==> config.mk <==
export PLATFORM = sky130hd
export DESIGN_NAME = udr_top
export DESIGN_NICKNAME = d
export VERILOG_FILES = /design/src/design/udr_pkg.sv /design/src/design/udr_rom.sv /design/src/design/udr_top.sv
export SDC_FILE = /design/constraint.sdc
export NUM_CORES = 1
export LEC_CHECK = 0
export ABC_AREA = 1
export ABC_CLOCK_PERIOD_IN_PS = 6500
export BUFFER_PORTS_ARGS = -buffer_cell sky130_fd_sc_hd__buf_2
export CAP_MARGIN = 20
export CORE_UTILIZATION = 58
export DETAILED_ROUTE_END_ITERATION = 10
export GPL_TIMING_DRIVEN = 0
export PLACE_DENSITY = 0.77
export SLEW_MARGIN = 10
export SYNTH_ARGS = -nofsm -noshare
export SYNTH_HDL_FRONTEND = slang
export SYNTH_HIERARCHICAL = 1
export SYNTH_SLANG_ARGS = --single-unit
==> constraint.sdc <==
create_clock -name clk -period 6.5 [get_ports clk]
set_input_delay 0.65 -clock clk [delete_from_list [all_inputs] [get_ports clk]]
set_output_delay 0.65 -clock clk [all_outputs]
set_load 0.01 [all_outputs]
==> src/design/udr_pkg.sv <==
// Purpose: Constants and carriers for the default descriptor store
// Assumes: One clock, synchronous active-high reset
// Notes: Serves the default configuration descriptor set, bytes in stored order
// Overview of operation
// - Configuration byte 8 is 32H: 100 mA bus power.
// - Total length counts every following interface and endpoint descriptor.
// - Configuration reports exactly one interface at byte 4.
// - Interface descriptors: 9 bytes, type 04H, number 0, class bytes FFH.
// - Alternate setting 0 reports zero endpoints.
// - Alternate setting 1: value 01H, 0DH endpoints following directly.
// - Interface string index byte is always 00H.
// - Endpoint descriptors: 7 bytes, type 05H, bit 7 set for IN.
// - Interrupt IN 1: address 81H, attribute 03H, 16 bytes, interval 0AH.
// - Six bulk endpoints 2,4,6 both ways: 02H, 40H size, interval 00H.
// - Bulk endpoints use even numbers to allow later pairing.
// - Six iso endpoints 8,9,10 both ways: 01H, size 10H, interval 01H.
// - Alternate setting 2: value 02H, thirteen endpoints, else as setting 1.
// - Setting 2 differs only in its value and in interrupt and endpoint 8 packet sizes.
// - Setting 2 interrupt IN 1 packet size is 64 bytes.
// - Setting 2 iso endpoint 8 IN and OUT packet size is 256 bytes.
// - Serve only while firmware takeover flag is zero.
package udr_pkg;
	localparam logic [7:0] DESC_TYPE_CONFIG = 8'h02;
	localparam logic [7:0] DESC_TYPE_IFACE = 8'h04;
	localparam logic [7:0] DESC_TYPE_EP = 8'h05;
	localparam logic [7:0] CFG_LEN = 8'h09;
	localparam logic [7:0] IFACE_LEN = 8'h09;
	localparam logic [7:0] EP_LEN = 8'h07;
	localparam logic [7:0] CFG_NUM_IFACES = 8'h01;
	localparam logic [7:0] CFG_VALUE = 8'h01;
	localparam logic [7:0] CFG_STRING = 8'h00;
	localparam logic [7:0] CFG_ATTR = 8'h80;
	localparam logic [7:0] CFG_MAX_POWER = 8'h32;
	localparam logic [7:0] IFACE_NUMBER = 8'h00;
	localparam logic [7:0] ALT0_VALUE = 8'h00;
	localparam logic [7:0] ALT1_VALUE = 8'h01;
	localparam logic [7:0] ALT2_VALUE = 8'h02;
	localparam logic [7:0] VENDOR_SPECIFIC = 8'hFF;
	localparam logic [7:0] IFACE_STRING = 8'h00;
	localparam logic [7:0] ALT0_EPS = 8'h00;
	localparam logic [7:0] ALTN_EPS = 8'h0D;
	localparam logic [7:0] ATTR_ISO = 8'h01;
	localparam logic [7:0] ATTR_BULK = 8'h02;
	localparam logic [7:0] ATTR_INT = 8'h03;
	localparam logic [7:0] INT_INTERVAL = 8'h0A;
	localparam logic [7:0] BULK_INTERVAL = 8'h00;
	localparam logic [7:0] ISO_INTERVAL = 8'h01;
	localparam logic [15:0] INT_MPS_ALT1 = 16'h0010;
	localparam logic [15:0] INT_MPS_ALT2 = 16'h0040;
	localparam logic [15:0] BULK_MPS = 16'h0040;
	localparam logic [15:0] ISO_MPS_LOW = 16'h0010;
	localparam logic [15:0] ISO8_MPS_ALT2 = 16'h0100;
	// Layout of the stored sequence
	localparam int NUM_EPS = 13;
	localparam logic [7:0] ALT0_BASE = 8'h09;
	localparam logic [7:0] ALT1_BASE = 8'h12;
	localparam logic [7:0] ALT2_BASE = 8'h76;
	localparam logic [7:0] ALT_EPS_OFS = 8'h09;
	localparam logic [15:0] TOTAL_LEN = 16'h00DA;
	// Endpoint slots: 0 interrupt, 1..6 bulk, 7..12 iso
	localparam logic [3:0] EP_FIRST_BULK = 4'h1;
	localparam logic [3:0] EP_FIRST_ISO = 4'h7;
	localparam logic [3:0] EP_ISO8_IN = 4'h7;
	localparam logic [3:0] EP_ISO8_OUT = 4'h8;
	localparam logic [7:0] EP_ADDR [NUM_EPS] = '{8'h81, 8'h82, 8'h02, 8'h84, 8'h04, 8'h86,
		8'h06, 8'h88, 8'h08, 8'h89, 8'h09, 8'h8A, 8'h0A};

	typedef enum logic [1:0]
	{
		UDR_IDLE = 2'b00,
		UDR_SERVE = 2'b01
	} udr_state_e;

	typedef struct packed
	{
		logic valid;
		logic [15:0] length;
	} udr_req_s;

	typedef struct packed
	{
		logic valid;
		logic [7:0] data;
		logic last;
	} udr_byte_s;

	typedef struct packed
	{
		udr_state_e state;
		logic [7:0] index;
		logic [15:0] remain;
		udr_byte_s out;
		logic busy;
		logic done;
		logic refused;
	} udr_top_s;
endpackage : udr_pkg

==> src/design/udr_rom.sv <==
// Purpose: Byte lookup for the default configuration descriptor set
// Assumes: Index below the total length
// Notes: Purely combinational
`timescale 1ns/1ns
module udr_rom
	import udr_pkg::*;
(
	input wire logic [7:0] index,
	output logic [7:0] data
);
	logic [7:0] rel;
	logic [7:0] eprel;
	logic [3:0] slot;
	logic [2:0] pos;
	logic alt2;
	logic [15:0] mps;
	logic [7:0] ep_attr;
	logic [7:0] ep_ival;
	logic [7:0] ep_addr_tab [NUM_EPS];

	// Per-slot address lookup
	genvar g;
	generate
		for (g = 0; g < NUM_EPS; g++)
		begin : g_ep
			assign ep_addr_tab[g] = EP_ADDR[g];
		end
	endgenerate

	always_comb
	begin
		alt2 = (index >= ALT2_BASE);
		rel = alt2 ? 8'(index - ALT2_BASE) : 8'(index - ALT1_BASE);
		eprel = 8'(rel - ALT_EPS_OFS);
		slot = 4'(eprel / 8'(EP_LEN));
		pos = 3'(eprel % 8'(EP_LEN));
		mps = INT_MPS_ALT1;
		ep_attr = ATTR_INT;
		ep_ival = INT_INTERVAL;
		if (slot >= EP_FIRST_BULK && slot < EP_FIRST_ISO)
		begin
			mps = BULK_MPS;
			ep_attr = ATTR_BULK;
			ep_ival = BULK_INTERVAL;
		end
		else if (slot >= EP_FIRST_ISO)
		begin
			mps = ISO_MPS_LOW;
			ep_attr = ATTR_ISO;
			ep_ival = ISO_INTERVAL;
		end
		if (alt2)
		begin
			if (slot == 4'h0)
				mps = INT_MPS_ALT2;
			else if (slot == EP_ISO8_IN || slot == EP_ISO8_OUT)
				mps = ISO8_MPS_ALT2;
		end
		data = 8'h00;
		if (index < ALT0_BASE)
		begin
			case (index[3:0])
				4'h0: data = CFG_LEN;
				4'h1: data = DESC_TYPE_CONFIG;
				4'h2: data = TOTAL_LEN[7:0];
				4'h3: data = TOTAL_LEN[15:8];
				4'h4: data = CFG_NUM_IFACES;
				4'h5: data = CFG_VALUE;
				4'h6: data = CFG_STRING;
				4'h7: data = CFG_ATTR;
				4'h8: data = CFG_MAX_POWER;
				default: data = 8'h00;
			endcase
		end
		else if (index < ALT1_BASE || rel < ALT_EPS_OFS)
		begin
			if (index < ALT1_BASE)
				rel = 8'(index - ALT0_BASE);
			case (rel[3:0])
				4'h0: data = IFACE_LEN;
				4'h1: data = DESC_TYPE_IFACE;
				4'h2: data = IFACE_NUMBER;
				4'h3: data = (index < ALT1_BASE) ? ALT0_VALUE : (alt2 ? ALT2_VALUE : ALT1_VALUE);
				4'h4: data = (index < ALT1_BASE) ? ALT0_EPS : ALTN_EPS;
				4'h5: data = VENDOR_SPECIFIC;
				4'h6: data = VENDOR_SPECIFIC;
				4'h7: data = VENDOR_SPECIFIC;
				4'h8: data = IFACE_STRING;
				default: data = 8'h00;
			endcase
		end
		else if (slot < 4'(NUM_EPS))
		begin
			case (pos)
				3'h0: data = EP_LEN;
				3'h1: data = DESC_TYPE_EP;
				3'h2: data = ep_addr_tab[slot];
				3'h3: data = ep_attr;
				3'h4: data = mps[7:0];
				3'h5: data = mps[15:8];
				3'h6: data = ep_ival;
				default: data = 8'h00;
			endcase
		end
	end
endmodule : udr_rom

==> src/design/udr_top.sv <==
// Purpose: Serve the default configuration descriptor set as a byte stream
// Assumes: Request, ready and takeover flag come from logic on clk
// Notes: Stream uses valid/ready; truncated to the smaller of request and total
`timescale 1ns/1ns
module udr_top
	import udr_pkg::*;
(
	input wire logic clk,
	input wire logic srst,
	input wire logic firmware_takeover_flag,
	input wire udr_req_s req,
	input wire logic out_ready,
	output udr_byte_s out,
	output logic busy,
	output logic done,
	output logic refused
);
	udr_top_s st_q;
	udr_top_s st_d;
	logic [7:0] rom_data;
	logic take;

	udr_rom u_rom
	(
		.index(st_q.index),
		.data(rom_data)
	);

	always_comb
	begin
		st_d = st_q;
		st_d.done = 1'b0;
		st_d.refused = 1'b0;
		take = !st_q.out.valid || out_ready;
		case (st_q.state)
			UDR_IDLE:
			begin
				if (req.valid)
				begin
					if (firmware_takeover_flag)
						st_d.refused = 1'b1;
					else
					begin
						st_d.state = UDR_SERVE;
						st_d.busy = 1'b1;
						st_d.index = 8'h00;
						st_d.remain = (req.length < TOTAL_LEN) ? req.length : TOTAL_LEN;
					end
				end
			end
			UDR_SERVE:
			begin
				if (firmware_takeover_flag)
				begin
					st_d.state = UDR_IDLE;
					st_d.busy = 1'b0;
					st_d.done = 1'b1;
					st_d.out = '0;
				end
				else if (take)
				begin
					if (st_q.remain == 16'h0000)
					begin
						st_d.out = '0;
						st_d.state = UDR_IDLE;
						st_d.busy = 1'b0;
						st_d.done = 1'b1;
					end
					else
					begin
						st_d.out.valid = 1'b1;
						st_d.out.data = rom_data;
						st_d.out.last = (st_q.remain == 16'h0001);
						st_d.index = 8'(st_q.index + 8'h01);
						st_d.remain = 16'(st_q.remain - 16'h0001);
					end
				end
			end
			default:
			begin
				st_d = '0;
			end
		endcase
	end

	always_ff @(posedge clk)
	begin
		if (srst)
			st_q <= '0;
		else
			st_q <= st_d;
	end

	assign out = st_q.out;
	assign busy = st_q.busy;
	assign done = st_q.done;
	assign refused = st_q.refused;
endmodule : udr_top

==> results of run 1 <==
kinds of logic after synthesis:
| family | count (synthesis) |
|---|---|
| XOR/XNOR | 6 |
| buffers and inverters | 116 |
| flip-flops | 37 |
| AND/OR/NAND/NOR | 476 |
| adder cells (fa/ha/maj) | 20 |
| AO/OA/AOI/OAI | 76 |
state kept, by name, summed over array words and instances, names as in the netlist:
signal and flops:
busy 1, done 1, out 10, refused 1, st_q 24
power by group:
group	switching (W)	internal [W]	total (W)
Clock	0.0000884	0.000115	0.000203
Combinational	0.000123	0.0000667	0.000189
Sequential	0.0000112	0.000238	0.000249
metrics by stage:
step | cells | instance area (sq um) | utilization, % | worst slack (ns)
2_1_floorplan | 731 | 4410 | - | 1.49
3_3_place_gp | 862 | 4700 | 64.4 | 0.830
3_5_place_dp | 862 | 4700 | 64.4 | 0.640
4_1_cts | 870 | 4810 | 66.0 | 0.615
5_1_grt | 870 | 4810 | 66.0 | 0.0401
6_report | 870 | 4810 | 66.0 | 0.647
metal layers:
layer / up-vias / part of all wire, % / global-route usage [%] / wire length, um
li1: 2421 / - / - / -
met1: 2037 / 45 / 30.3 / 4640
met2: 97 / 50 / 51.4 / 5170
met3: 14 / 3.1 / 2.68 / 323
met4: 0 / 1.7 / 8.80 / 174
met5: - / 0 / 0 / 0
timing repair:
item	in CTS	in global routing
buffers inserted	0	0
endpoints found under the setup margin	0	1
resized for setup	0	1
critical path: cells and delay by family (launching register included):
family	cells	cell delay, ns
buffers and inverters	5	0.58
adders and majority gates	4	1.00
AOI/OAI and AO/OA	2	0.47
DFF	1	0.55
and+or+nand+nor	33	3.16
how the worst min path moves through the flow:
stage,from,end
after detailed placement,out[3],out[3]
after global placement,out[8],out[8]
after CTS,out[3],out[3]
final,out[3],out[3]
after global routing,out[2],out[2]
after floorplan,out[1],out[1]
placed cells by master, fill, tap and decap left out, types with 20 or more instances in the layout:
master / n
nand2_1: 218
nor2_1: 78
inv_1: 77
nand3_1: 60
dfxtp_1: 36
buf_2: 34
nand2_2: 31
a21oi_1: 31
nand4_1: 22
o21ai_0: 20
ha_1: 20
layout make-up:
cell class                 instances  area, sq um  share of cell area [%]
clock buffer                       5         68.8                    1.43
timing repair buffer              32          160                    3.33
inverter                          92          350                    7.28
buffer                            24          190                    3.95
multi-input combinational        578         3130                    65.1
clock inverter                     3         46.3                   0.962
sequential                        37          742                    15.4
tap                               99          124                    2.57
==> qor.txt, run 1 <==
Tmin final: 5.85 ns
Die width: 89.2 um
Layout cells sized above 1: 21.5%
Rows: 31
Sequential share of the synthesized area: 16.8%
RSZ-0062 raised after global routing: no
Post-DRT Antenna Nets: 0
# DRC: 0
Ys async rst share: 0%
Worst VDD drop: 0.135 mV
Pin count of the biggest net entering global routing: 14
Slew HR: 59.9%
Capturing point of the worst reg2reg path: out[1]
Max Clock Freq: 0.171 GHz
Clock Sinks: 37
Vias in the first global route: 3993
N_diodes: 0
XOR/XNOR Fraction of Synth Area: 1.62%
Clock tree buffer depth: 2
Post-Synthesis Cells: 731
Core area: 0.00729 sq mm
Clock transition at the registers of the reported paths: 0.08 ns
WL/cell: 11.8 um
Yosys warning total: 6
Cell with the most instances after synthesis: nand2_1
Clk_lat worst skew: 0.29 ns
Largest family of logic cells by synthesized area: simple AND/OR/NAND/NOR gates
First-pass GRT wire length: 16800 um
Gr usage total: 26.6%
WS Path Type: flop to flop
# setup viols final: 0
Synth top area share: 18.5%
Worst Hold Depth: 2
Syn avg cell area: 6.04 sq um
CP startpoint kind: flop
R2r setup slk: 0.65 ns
Full die area: 0.00796 sq mm
Compound-gate portion of the synthesized area: 10.2%
Status: complete, no violations
Slew of the pin with the lowest slew margin: 0.595 ns
Starting density of the core: 60.5%
EDFF count, synth: 0
Area Growth Syn to Fin: 9.07%
CTS HTree Levels: 2
Filler Cell Count: 701
WL final: 10300 um
Final Power: 0.000642 W
TritonCTS Buffers: 5
Most frequent CP cell: nand2_1
Maximum fanout along the worst path: 10
Pleak: 2.41 nW
Largest area contributor in the synthesized netlist: nand2_1
RePlAce Congestion: 0.884
WHS: 0.472 ns
Max_cap viols: 0
Power per cell area: 133 mW/mm^2
Synth top area cells: nand2_1 19%, dfxtp_1 17%, nand3_1 6.8%, nor2_1 6.6%, inv_1 6.5%
Total grt overflow: 0
Initial antenna violation count: 0
Worst Path Arrival: 6.08 ns
HPWL after detailed placement: 8370 um
Worst flop-to-flop path startpoint: st_q[30]
Iter 0 DRT Violations: 205
Simple-gate share of the synthesized area: 53.5%
Slew Limit Fails: 0
Crit path largest cell delay: 0.55 ns
Synthesized Nets: 772
Hold buffers post-CTS: 0
Worst setup endpoint: out[1]
Synth top cells by count: 218 x nand2_1, 78 x nor2_1, 77 x inv_1
Primary FF master, synth: dfxtp_1
Nets@finish: 811
Chip height: 89.2 um
Mux share of post-synthesis cell area: 0%
Port bufs: 32
Crit path from: st_q[30]
Cell variety after synth: 44
Avg Vias per Cell: 5.25
CTS tree: done
Fraction of the mapped netlist area in adder cells: 5.67%
Cell Area, Synth: 0.00441 sq mm
FF-to-FF path depth: 44
Final Hold Viols: 0
Ports: 34
Clock Skew: 0.00720 ns
Req. time, crit path: 6.73 ns
Vias post-DR: 4569
DRT Pass-1 Iters: 4
Crit. End Element: flop
Period utilisation layout: 90.0%
CTS root buf: clkbuf_8
Hold Crit Class: flop to flop
Setup TNS: 0 ns
Worst-path cell with the longest stage delay: dfxtp_1
#FFs+latches synth: 37
No activity file was read; power rests on OpenSTA's default activity.
==> run 2: changes to the inputs <==
--- a/config.mk
+++ b/config.mk
@@ -10,6 +10,7 @@
 export BUFFER_PORTS_ARGS = -buffer_cell sky130_fd_sc_hd__buf_2
 export CAP_MARGIN = 20
 export CORE_UTILIZATION = 58
+export CTS_BUF_LIST = sky130_fd_sc_hd__clkbuf_2
 export DETAILED_ROUTE_END_ITERATION = 10
 export GPL_TIMING_DRIVEN = 0
 export PLACE_DENSITY = 0.77
==> run 2 against run 1 <==
Worst setup slack improved by 0.029 ns. Utilization down 0.60 points. Sequential share of layout area rose by 0.14 points. Largest power group unchanged. Maximum frequency up 0.50%. Non-clock buffer count is the same. Clock power shrank 28%. Critical endpoint unchanged.
==> qor.txt, run 2 (synthesis results as in run 1) <==
Initial antenna violation count: 0
Full die area: 0.00796 sq mm
Rows: 31
Clock transition at the registers of the reported paths: 0.21 ns
Iter 0 DRT Violations: 216
Port bufs: 32
GR peak layer: met2
WS Path Type: flop to flop
Area Growth Syn to Fin: 8.08%
CTS tree: done
Worst Path Arrival: 6.17 ns
Setup TNS: 0 ns
Clock tree buffer depth: 2
Ports: 34
Gr usage total: 26.4%
WL/cell: 11.8 um
Setup repair bufs after CTS: 0
Avg Vias per Cell: 5.28
Clk_lat worst skew: 0.39 ns
Final Hold Viols: 0
Filler Cell Count: 713
Period utilisation layout: 89.6%
Clock Sinks: 37
Worst-path cell with the longest stage delay: dfxtp_1
Power per cell area: 123 mW/mm^2
Tmin final: 5.82 ns
Hold Crit Class: flop to flop
Slew Limit Fails: 0
Req. time, crit path: 6.85 ns
Met1 Use GR: 30.1%
Total grt overflow: 0
DRT Pass-1 Iters: 4
WL final: 10300 um
Slew HR: 59.6%
Crit. End Element: flop
N_diodes: 0
Pleak: 2.40 nW
Commonest non-fill, non-tap cells in the layout: 218 x nand2_1, 78 x nor2_1, 77 x inv_1
Largest Register: st_q
# DRC: 0
# setup viols final: 0
Pin count of the biggest net entering global routing: 14
Hold buffers post-CTS: 0
M2 GR Usage: 51.6%
Worst VDD drop: 0.157 mV
Die width: 89.2 um
Max FFs per register: 24
Crit path largest cell delay: 0.59 ns
CTS HTree Levels: 2
RSZ-0062 raised after global routing: no
Vias post-DR: 4590
Status: complete, no violations
Vias in the first global route: 3988
Post-DRT Antenna Nets: 0
Core area: 0.00729 sq mm
Layout cells sized above 1: 21.5%
Max_cap viols: 0
Chip height: 89.2 um
Starting density of the core: 60.5%
First-pass GRT wire length: 16800 um
Clock Skew: 0.0164 ns
CTS root buf: clkbuf_2
Post-CTS Resized: 0
Met3 Use GR: 2.68%
Max Clock Freq: 0.172 GHz
RePlAce Congestion: 0.884
Nets@finish: 811
Commonest non-fill, non-tap cell in the layout: nand2_1
CP startpoint kind: flop
Slew of the pin with the lowest slew margin: 0.599 ns
Maximum fanout along the worst path: 10
WHS: 0.484 ns
HPWL after detailed placement: 8370 um
TritonCTS Buffers: 5
Most frequent CP cell: nand2_1
==> run 2: area by class of cell <==
type                       instances  area (sq um)  area share, %
sequential                        37           742           15.6
clock buffer                       5          25.0          0.525
clock inverter                     3          46.3          0.971
inverter                          92           350           7.35
buffer                            24           190           3.99
tap                               99           124           2.60
timing repair buffer              32           160           3.36
multi-input combinational        578          3130           65.7
==> run 2: path summary, 6_finish.rpt <==
| kind | startpoint | end | slack [ns] | cells past startpoint |
|---|---|---|---|---|
| worst min register to register | out[3] | out[3] | 0.48 | 2 |
| worst min-delay path | out[3] | out[3] | 0.48 | 2 |
| worst max register to register | st_q[30] | out[1] | 0.68 | 44 |
| worst max-delay path | st_q[30] | out[1] | 0.68 | 44 |
==> run 2: where the power goes <==
group	leakage (nW)	internal, W	switching [W]
clock	0.0392	0.0000655	0.0000819
sequential	0.302	0.000239	0.0000113
combinational	2.05	0.0000667	0.000123
total	2.40	0.000371	0.000216
==> run 2: routing by layer <==
metal / vias up / wire [um]
met3: 14 / 339
met4: 0 / 148
met2: 93 / 5240
met5: - / 0
li1: 2420 / -
met1: 2063 / 4550
==> run 2: critical path, delay by kind of cell (launching register included) <==
family / cells / cell delay [ns]
compound gates: 2 / 0.45
fa+ha+maj: 4 / 1.00
buf+inv: 5 / 0.58
flops: 1 / 0.59
simple gates: 33 / 3.16
==> run 2: per-stage QoR <==
stage | std cells | total power [W] | area, sq um | util (%) | setup slack, ns
after floorplan | 731 | 0.000400 | 4410 | - | 1.49
after global placement | 862 | 0.000437 | 4700 | 64.4 | 0.830
after detailed placement | 862 | 0.000442 | 4700 | 64.4 | 0.640
after CTS | 870 | 0.000592 | 4770 | 65.4 | 0.606
after global routing | 870 | 0.000628 | 4770 | 65.4 | 0.0358
final | 870 | 0.000587 | 4770 | 65.4 | 0.676
